--- src/include/ctr_pkg.sv ---
// package for the transceiver control and status register bank
// assumes a byte-wide register port with 7-bit addresses
`default_nettype none
package ctr_pkg;
  // register addresses
  localparam logic [6:0] CTR_ADDR_CTRL     = 7'h20;
  localparam logic [6:0] CTR_ADDR_STATUS   = 7'h22;
  // control register fields
  localparam int         CTR_RSVD_BIT      = 7;
  localparam int         CTR_FDT_BIT       = 6;
  localparam int         CTR_PNOK_BIT      = 5;
  localparam int         CTR_SWK_BIT       = 4;
  localparam int         CTR_SHUT_LSB      = 2;
  localparam int         CTR_MODE_LSB      = 0;
  // status register field
  localparam int         CTR_TXRDY_BIT     = 7;
  // reset values
  localparam logic [7:0] CTR_CTRL_RESET    = 8'h00;
  localparam logic [5:0] CTR_ERRCNT_RESET  = 6'h00;
  // error counter overflow limit
  localparam logic [5:0] CTR_ERRCNT_MAX    = 6'h1f;
  // shutdown control codes
  localparam logic [1:0] CTR_SHUT_NONE     = 2'h0;
  localparam logic [1:0] CTR_SHUT_UV       = 2'h1;
  localparam logic [1:0] CTR_SHUT_OV       = 2'h2;
  localparam logic [1:0] CTR_SHUT_BOTH     = 2'h3;
  // transceiver mode codes
  typedef enum logic [1:0] {
    CTR_MODE_OFFLINE = 2'h0,
    CTR_MODE_ACT_UV  = 2'h1,
    CTR_MODE_ACT_NUV = 2'h2,
    CTR_MODE_LISTEN  = 2'h3
  } ctr_mode_type;
endpackage
`default_nettype wire

--- src/design/ctr_regs.sv ---
// transceiver control and status register bank
// assumes a serial-interface front end that presents decoded byte accesses on clock
// and on-chip event inputs already synchronous to clock
//
// Behaviour
// - control bit 6 enables tolerance of flexible-data-rate frames
// - control bit 5 confirms filter setup; zero means standard wake pattern only
// - control bit 4 enables frame-based selective wake-up
// - shutdown field 00 keeps transceiver running on battery interrupts
// - field 01 in Normal mode shuts down on battery undervoltage
// - field 10 in Normal mode shuts down on battery overvoltage
// - field 11 in Normal mode shuts down on either battery interrupt
// - mode 00 selects offline, mode 11 selects listen-only
// - mode 01 selects active in Normal mode with supply undervoltage detection
// - mode 10 selects active in Normal mode without supply undervoltage detection
// - status bit 7 reads one when transmitter ready, zero when disabled
// - bits 6:4 exist only on partial-networking variants, else reserved
// - confirmation bit clears after any write to a filter configuration register
// - with tolerance on, error counter decrements on each FD control field
//
// notes for the next engineer
// - the shutdown latch is this block's own choice: once tripped it keeps the
//   transmitter off until software rewrites the control register or the chip
//   leaves Normal mode, so a short battery interrupt is not lost
// - a latched shutdown only counts while the shutdown field still asks for it,
//   so rewriting the field to 00 lets the transmitter run again at once
// - tx_ready is registered and trails tx_active by one clock, except on a battery trip, which drops both on the same edge
// - the error counter stops at zero; an increment at the top value sets the
//   sticky frame detect error, which only bias_off or reset clears
// - bias_off wins over every frame event; an FD control field wins over the
//   frame error and frame ok strobes of the same cycle
// - on a variant without partial networking bits 6:4 store and read zero
// - reads of unmapped addresses return zero; writes to them are dropped
// - control writes land on the rising edge that samples reg_wr; the new
//   settings drive the outputs from the following cycle
// - the battery interrupt inputs may be levels or pulses; a level keeps
//   tripping the latch for as long as it stays high in Normal mode
// - dominant_timeout only gates readiness; its own status bit lives elsewhere
// - all inputs are expected synchronous to clock
// - mode 11 leaves the transmitter off but keeps supply detection running in Normal mode
// - mode 00 turns every transmit path off regardless of the chip state
`default_nettype none
module ctr_regs #(
  parameter bit PN_VARIANT = 1'b1
) (
  // clock and reset
  input  wire logic        clock,
  input  wire logic        rst_n,
  // register port
  input  wire logic        reg_wr,
  input  wire logic        reg_rd,
  input  wire logic [6:0]  reg_addr,
  input  wire logic [7:0]  reg_wdata,
  output logic      [7:0]  reg_rdata,
  // chip state and events
  input  wire logic        normal_mode,
  input  wire logic        battery_undervoltage_irq,
  input  wire logic        battery_overvoltage_irq,
  input  wire logic        pn_cfg_write,
  input  wire logic        fd_control_field,
  input  wire logic        frame_error,
  input  wire logic        frame_ok,
  input  wire logic        dominant_timeout,
  input  wire logic        bias_off,
  // transceiver controls
  output logic             fd_tolerance_enable,
  output logic             pn_config_confirmed,
  output logic             selective_wake_enable,
  output logic      [1:0]  shutdown_control,
  output ctr_pkg::ctr_mode_type transceiver_mode_select,
  output logic             tx_active,
  output logic             supply_uv_detect_en,
  output logic             listen_only,
  output logic             tx_ready,
  output logic             frame_detect_error,
  output logic      [5:0]  pn_error_count
);
  import ctr_pkg::*;

  // true for the two mode codes that put the transmitter in active mode
  function automatic logic mode_is_active(input logic [1:0] code);
    return (code == CTR_MODE_ACT_UV) || (code == CTR_MODE_ACT_NUV);
  endfunction

  // true for the two mode codes that watch the transceiver supply
  function automatic logic mode_watches_supply(input logic [1:0] code);
    return (code == CTR_MODE_ACT_UV) || (code == CTR_MODE_LISTEN);
  endfunction

  logic [7:0] ctrl_r;
  logic       shut_r;
  logic       shut_eff;
  logic       ctrl_wr;
  logic [1:0] mode_bits;
  logic       batt_trip;
  logic       txrdy_r;
  logic [5:0] errcnt_r;
  logic       fderr_r;

  assign ctrl_wr   = reg_wr && (reg_addr == CTR_ADDR_CTRL);
  assign mode_bits = ctrl_r[CTR_MODE_LSB +: 2];

  // a latched shutdown applies only while the field still selects a trip source
  assign shut_eff  = shut_r && (ctrl_r[CTR_SHUT_LSB +: 2] != CTR_SHUT_NONE);

  // control register; bit 7 stored as zero whatever is written
  always_ff @(posedge clock or negedge rst_n) begin
    if (!rst_n) begin
      ctrl_r <= CTR_CTRL_RESET;
    end else begin
      if (ctrl_wr) begin
        ctrl_r[CTR_RSVD_BIT]       <= 1'b0;
        ctrl_r[CTR_FDT_BIT]        <= PN_VARIANT & reg_wdata[CTR_FDT_BIT];
        ctrl_r[CTR_SWK_BIT]        <= PN_VARIANT & reg_wdata[CTR_SWK_BIT];
        ctrl_r[CTR_SHUT_LSB +: 2]  <= reg_wdata[CTR_SHUT_LSB +: 2];
        ctrl_r[CTR_MODE_LSB +: 2]  <= reg_wdata[CTR_MODE_LSB +: 2];
      end
      // a filter write clears the confirmation, and wins over a same-cycle set
      if (pn_cfg_write) begin
        ctrl_r[CTR_PNOK_BIT] <= 1'b0;
      end else if (ctrl_wr) begin
        ctrl_r[CTR_PNOK_BIT] <= PN_VARIANT & reg_wdata[CTR_PNOK_BIT];
      end
    end
  end

  // battery interrupt selection per shutdown field
  always_comb begin
    unique case (ctrl_r[CTR_SHUT_LSB +: 2])
      CTR_SHUT_NONE: batt_trip = 1'b0;
      CTR_SHUT_UV:   batt_trip = battery_undervoltage_irq;
      CTR_SHUT_OV:   batt_trip = battery_overvoltage_irq;
      CTR_SHUT_BOTH: batt_trip = battery_undervoltage_irq
                                 | battery_overvoltage_irq;
    endcase
  end

  // shutdown latch; set in Normal mode, released by any control write or by leaving Normal mode
  // the set wins over a same-cycle control write so an interrupt arriving
  // together with a write is not dropped
  always_ff @(posedge clock or negedge rst_n) begin
    if (!rst_n) begin
      shut_r <= 1'b0;
    end else if (normal_mode && batt_trip) begin
      shut_r <= 1'b1;
    end else if (ctrl_wr || !normal_mode) begin
      shut_r <= 1'b0;
    end
  end

  // transmitter readiness: active mode, not shut down, no dominant timeout
  always_ff @(posedge clock or negedge rst_n) begin
    if (!rst_n) begin
      txrdy_r <= 1'b0;
    end else begin
      txrdy_r <= tx_active && !shut_eff && !batt_trip && !dominant_timeout;
    end
  end

  // error counter policy:
  //   bias_off          -> counter and error flag cleared
  // fd field, tol on -> count down, stop at zero
  //   fd field, tol off -> counted as a bad frame
  //   frame_error       -> count up, overflow sets the flag
  //   frame_ok          -> count down, stop at zero
  always_ff @(posedge clock or negedge rst_n) begin
    if (!rst_n) begin
      errcnt_r <= CTR_ERRCNT_RESET;
      fderr_r  <= 1'b0;
    end else if (bias_off) begin
      errcnt_r <= CTR_ERRCNT_RESET;
      fderr_r  <= 1'b0;
    end else if (fd_control_field) begin
      if (ctrl_r[CTR_FDT_BIT]) begin
        if (errcnt_r != CTR_ERRCNT_RESET) begin
          errcnt_r <= errcnt_r - 6'h01;
        end
      end else if (errcnt_r == CTR_ERRCNT_MAX) begin
        fderr_r <= 1'b1;
      end else begin
        errcnt_r <= errcnt_r + 6'h01;
      end
    end else if (frame_error) begin
      if (errcnt_r == CTR_ERRCNT_MAX) begin
        fderr_r <= 1'b1;
      end else begin
        errcnt_r <= errcnt_r + 6'h01;
      end
    end else if (frame_ok && errcnt_r != CTR_ERRCNT_RESET) begin
      errcnt_r <= errcnt_r - 6'h01;
    end
  end

  // read data register; unmapped addresses read zero
  // status bits other than transmitter ready lie in other blocks and read zero here
  always_ff @(posedge clock or negedge rst_n) begin
    if (!rst_n) begin
      reg_rdata <= 8'h00;
    end else if (reg_rd) begin
      if (reg_addr == CTR_ADDR_CTRL) begin
        reg_rdata <= ctrl_r;
      end else if (reg_addr == CTR_ADDR_STATUS) begin
        reg_rdata <= {txrdy_r, 7'h00};
      end else begin
        reg_rdata <= 8'h00;
      end
    end
  end

  // decoded controls
  // the mode outputs follow the register, so a mode write reaches the transceiver
  // on the clock after the write strobe
  assign fd_tolerance_enable     = ctrl_r[CTR_FDT_BIT];
  assign pn_config_confirmed     = ctrl_r[CTR_PNOK_BIT];
  assign selective_wake_enable   = ctrl_r[CTR_SWK_BIT];
  assign shutdown_control        = ctrl_r[CTR_SHUT_LSB +: 2];
  assign transceiver_mode_select = ctr_mode_type'(mode_bits);
  assign tx_active   = normal_mode && !shut_eff && mode_is_active(mode_bits);
  assign supply_uv_detect_en = normal_mode && mode_watches_supply(mode_bits);
  assign listen_only = (mode_bits == CTR_MODE_LISTEN);
  assign tx_ready           = txrdy_r;
  assign frame_detect_error = fderr_r;
  assign pn_error_count     = errcnt_r;
endmodule
`default_nettype wire

--- config.mk ---
export PLATFORM = sky130hd
export DESIGN_NAME = ctr_regs
export DESIGN_NICKNAME = d
export VERILOG_FILES = /design/src/include/ctr_pkg.sv /design/src/design/ctr_regs.sv
export SDC_FILE = /design/constraint.sdc
export NUM_CORES = 1
export LEC_CHECK = 0
export BUFFER_PORTS_ARGS = -buffer_cell sky130_fd_sc_hd__buf_4
export CAP_MARGIN = 0
export CELL_PAD_IN_SITES_DETAIL_PLACEMENT = 0
export CELL_PAD_IN_SITES_GLOBAL_PLACEMENT = 1
export CORE_ASPECT_RATIO = 0.8
export CORE_MARGIN = 2
export CORE_UTILIZATION = 31
export DETAILED_ROUTE_END_ITERATION = 10
export PLACE_DENSITY = 0.74
export SLEW_MARGIN = 20
export SYNTH_ARGS = -nofsm -noshare
export SYNTH_HDL_FRONTEND = slang
export SYNTH_SLANG_ARGS = --single-unit
--- constraint.sdc ---
create_clock -name clock -period 1.7 [get_ports clock]
set_input_delay 0.085 -clock clock [delete_from_list [all_inputs] [get_ports clock]]
set_output_delay 0.085 -clock clock [all_outputs]
set_load 0.005 [all_outputs]
==> Word level (Yosys, flattened, before mapping) <==
Cells that the tools add are included.
{ "op_classes": {"addsub": 2, "n_eq_ne": 11, "muxes": 19, "n_bitwise": 1, "reduce_logical": 26} }
{ "op_table": {"columns": ["cell", "n"], "rows": [
  ["6-bit two-way mux", 7],
  ["8-bit two-way mux", 2],
  ["7-bit by 6-bit equality test with 1-bit output (second input constant)", 2],
  ["1-bit logical AND", 10],
  ["1-bit two-way mux", 9],
  ["2-bit equality test (second input constant)", 4],
  ["6-bit by 1-bit adder with 6-bit output (second input constant)", 1],
  ["6-bit by 5-bit equality test with 1-bit output (second input constant)", 1],
  ["2-bit nonzero test", 3],
  ["6-bit nonzero test", 1],
  ["6-bit by 1-bit subtractor with 6-bit output (second input constant)", 1],
  ["2-bit by 1-bit equality test with 1-bit output (second input constant)", 2],
  ["1-bit zero test", 4],
  ["4-bit by 3-bit != test with 1-bit output (second input constant)", 1],
  ["1-bit one-hot mux with 4 select lines", 1],
  ["2-bit AND reduction", 2],
  ["4-bit nonzero test", 1],
  ["1-bit logical OR", 3],
  ["3-bit != test (second input constant)", 1],
  ["3-bit nonzero test", 1],
  ["2-bit zero test", 1],
  ["1-bit OR", 1]
]} }
{ "word_totals": {"reg_bits": 24, "input_bits": 28, "output_inout_bits": 26, "word_cells": 66} }

==> Longest topological paths before layout <==
{ "depth": {"ltp_word": 8, "depth_mapped": 6, "ltp_nobuf": 6} }

==> Least setup slack after synthesis <==
OpenSTA, ideal clock, no wires.
{ "synth_timing": {"path_type": "register to register", "from": "register errcnt_r[0] (netlist: pn_error_count[0])", "to": "register errcnt_r[2] (netlist: pn_error_count[2])", "arrival_ns": 1.741, "required_time_ns": 1.622, "setup_slack_ns": -0.119, "path_stages_with_launch": 7, "n_path_buf": 0, "path_cell_list": "dfrtp_1 -> inv_1 -> ha_1 -> nor2b_1 -> a221o_1 -> or3_1 -> a21oi_1"} }
{ "synth_via": {"elab_chain_len": 5, "elab_cells_between_ends": 15} }
{ "synth_rtl": {"columns": ["element", "line_no", "source"], "rows": [
  ["start: declaration", "ctr_regs.sv:97", "logic [5:0] errcnt_r;"],
  ["start signal: assignment", "ctr_regs.sv:176", "errcnt_r <= errcnt_r - 6'h01;"],
  ["start signal: assignment", "ctr_regs.sv:181", "errcnt_r <= errcnt_r + 6'h01;"],
  ["start signal: assignment", "ctr_regs.sv:187", "errcnt_r <= errcnt_r + 6'h01;"],
  ["6-bit by 1-bit subtractor with 6-bit output (tied with other cells)", "ctr_regs.sv:176, ctr_regs.sv:190", null],
  ["6-bit two-way mux (on tied branches)", null, null],
  ["6-bit two-way mux (on tied branches)", "ctr_regs.sv:183, ctr_regs.sv:174", null],
  ["6-bit two-way mux", "ctr_regs.sv:173", "end else if (fd_control_field) begin"],
  ["6-bit two-way mux", "ctr_regs.sv:170", "end else if (bias_off) begin"]
]} }
Several ways; a longest one is shown, not always the timed one. The select of a mux whose other input is x is not followed.
A chain may end at the register's enable or synchronous reset.

==> Final worst setup path <==
{ "layout_timing": {"from": "register errcnt_r[1] (netlist: pn_error_count[1])", "to": "register errcnt_r[2] (netlist: pn_error_count[2])"} }
Same word-level chain as after synthesis.

==> results.sh <==
export IMPL_seqCellArea_um2=604
export IMPL_syn_inst=137
export IMPL_whs_ns=0.0276
export IMPL_ys_flop_type="dfrtp_1"
export IMPL_holdCritStartpoint="reg_wdata[4]"
export IMPL_hold_end="ctrl_r[4]$_DFFE_PN0P_"
export IMPL_worst_pin_slew_ns=0.366
export IMPL_design_area_um2=2050
export IMPL_cts_tree="built"
export IMPL_gr_usage_all_layers=0.159
export IMPL_syn_area_um2=1330
export IMPL_nNetsFinal=245
export IMPL_diodes=0
export IMPL_overflow=0
export IMPL_clock_latency_ns=0.26
export IMPL_drv_slew=0
export IMPL_core_area_um2=4150
export IMPL_wirelength_um=3780
export IMPL_worstSetupEndpointType="flop"
export IMPL_ff2ff_setup_slack_ns=-0.02
export IMPL_critical_path_max_fanout=4
export IMPL_synth_top_area_cell="dfrtp_1"
export IMPL_setup_viol=1
export IMPL_synth_edff_count=0
export IMPL_hpwl_um=2930
export IMPL_postCtsSetupRepairBufs=0
export IMPL_synth_commonest_cells="24 x dfrtp_1, 16 x nand2_1, 11 x inv_1"
export IMPL_die_h_um=62.5
export IMPL_rows=21
export IMPL_antenna_found_initial=0
export IMPL_status="finished with violations"
export IMPL_syn2layout_area_growth_pct=54.9
export IMPL_cts_sinks=24
export IMPL_wl_per_cell_um=14.1
export IMPL_cts_buffers=3
export IMPL_synth_seq_cells=24
export IMPL_yosysUniqueCellTypes=40
export IMPL_fillers=408
export IMPL_final_setup_tns_ns=-0.0185
export IMPL_setup_slack_ns=-0.0185
export IMPL_multi_input_area_um2=722
export IMPL_remaining_drc_errors=0
export IMPL_crit_required_ns=1.89
export IMPL_vias=1311
export IMPL_gp_congestion=0.847
export IMPL_min_period_ns=1.72
export IMPL_dpl_cell_area_um2=1920
export IMPL_hold_viol=0
export IMPL_viasPerCell=4.89
export IMPL_hold_path_class="input pin to flop"
export IMPL_synth_most_common_cell="dfrtp_1"
export IMPL_path_clk_slew_ns=0.09
export IMPL_synth_top_cell_area_share=0.453
export IMPL_ir_drop_mv=0.486
export IMPL_startpoint_type="flop"
export IMPL_portBuffers=52
export IMPL_initial_core_util=0.319
export IMPL_grt_start_max_net_pins=25
export IMPL_rr_endpoint="pn_error_count[2]$_DFFE_PN0P_"
export IMPL_cts_path_max_buffers=2
export IMPL_violations="setup timing"
export IMPL_drt_pass1_iterations=4
export IMPL_first_iter_violations=61
export IMPL_htreeDepth=1
export IMPL_grt_pass1_wl_um=6220
export IMPL_maxCapViolations=0
export IMPL_power_density_nw_per_um2=952
export IMPL_cts_root_buf="clkbuf_8"
export IMPL_grt_pass1_vias=1297
export IMPL_syn_mean_instance_area_um2=9.68
export IMPL_whs_path_depth=2
export IMPL_slew_headroom=0.756
export IMPL_die_area_um2=4820
export IMPL_synth_seq_area_share=0.453
export IMPL_skew_ns=0.00731
export IMPL_reg2reg_depth=6
export IMPL_ys_top_cells_by_area="dfrtp_1 45%, ha_1 4.7%, nand2_1 4.5%, o21ai_0 3.8%, mux2_1 3.4%"
export IMPL_leakagePower_nw=0.974
export IMPL_synth_nets=170
export IMPL_drive_gt1_frac=0.450
export IMPL_utilization=0.495
export IMPL_arrival_ns=1.91
export IMPL_rsz0062_at_grt="yes"
export IMPL_yosysWarnings=0
export IMPL_fp_dieW_um=77.1
export IMPL_r2r_start="pn_error_count[1]$_DFFE_PN0P_"
export IMPL_async_flop_share=1.00
export IMPL_ioPinCount=54
export IMPL_post_route_period_util=1.01
export IMPL_path_class="flop to flop"
export IMPL_final_antenna_net_count=0
export IMPL_fmax_mhz=582
==> final cells by class <==
cell class	count	share of cell area
clock buffer	4	0.0268
sequential	24	0.294
multi-input combinational	98	0.351
timing repair buffer	74	0.273
inverter	11	0.0201
tap	57	0.0347
==> layout by cell type, fill, tap and decap left out, types with 2 or more instances in the layout <==
master	netlist	final
a21oi_1	7	6
dfrtp_2	0	3
nor4_1	2	2
mux2i_1	3	3
dlygate4sd3_1	0	2
clkbuf_8	0	4
buf_4	0	72
inv_1	11	9
mux2_1	4	4
nand2_1	16	14
o21ai_0	10	10
ha_4	0	2
mux2_2	2	2
or3_1	4	4
o22ai_1	2	2
inv_2	0	2
ha_1	5	3
nor2_1	9	9
dfrtp_1	24	21
nand2_2	0	2
nand3_1	4	4
nor3_1	5	4
==> how the worst max path moves through the flow <==
stage | startpoint | endpoint | slack [ns] | cells after the start
2_1_floorplan | pn_error_count[0]$_DFFE_PN0P_ | pn_error_count[2]$_DFFE_PN0P_ | 0.01 | 6
3_3_place_gp | reg_addr[6] | shut_r$_DFFE_PN0P_ | 0.02 | 6
3_5_place_dp | reg_addr[6] | shut_r$_DFFE_PN0P_ | -0.13 | 6
4_1_cts | pn_error_count[0]$_DFFE_PN0P_ | pn_error_count[2]$_DFFE_PN0P_ | 0.005 | 6
5_1_grt | pn_error_count[1]$_DFFE_PN0P_ | pn_error_count[2]$_DFFE_PN0P_ | -0.08 | 6
6_report | pn_error_count[1]$_DFFE_PN0P_ | pn_error_count[2]$_DFFE_PN0P_ | -0.02 | 6
==> cells by family after synthesis <==
group,after synthesis,share of synthesized area
flip-flops,24,0.453
adder cells (fa/ha/maj),5,0.0472
multiplexers,9,0.0736
XOR/XNOR,1,0.00660
buffers and inverters,15,0.0481
AND/OR/NAND/NOR,51,0.200
AO/OA/AOI/OAI,32,0.172
==> sequential cells by signal, indices dropped and copies added (netlist names) <==
register	flops
reg_rdata	8
ctrl_r	7
pn_error_count	6
frame_detect_error	1
shut_r	1
tx_ready	1
==> stage by stage <==
stage	cells	power, W	setup slack (ns)
after CTS	268	0.00188	0.00525
final	268	0.00196	-0.0185
after global placement	262	0.00147	0.0201
after global routing	268	0.00211	-0.0751
after floorplan	137	0.00107	0.00995
after detailed placement	262	0.00149	-0.130
==> power breakdown <==
part           internal, W  switching [W]
logic             0.000471       0.000380
clock network     0.000206       0.000176
registers         0.000633      0.0000887
total              0.00131       0.000645
==> timing repair <==
action	4_1_cts	5_1_grt
hold buffers	2	0
hold endpoints to repair	25	0
endpoints found under the setup margin	0	4
gates resized for setup	0	13
==> critical path, stage by stage, from the launching register on <==
cell	delay, ns
dfrtp_2	0.44
ha_4	0.17
nand2_2	0.07
nor3_2	0.05
a221o_1	0.38
or3_1	0.40
a21oi_2	0.14
==> layer usage <==
metal / up-vias / GRT usage / share of wire
met3: 4 / 0.0303 / 0.048
met2: 30 / 0.255 / 0.49
met5: - / 0 / 0
met1: 643 / 0.222 / 0.45
li1: 634 / - / -
met4: 0 / 0.0402 / 0.012
Power figures use the tool's default switching activity.
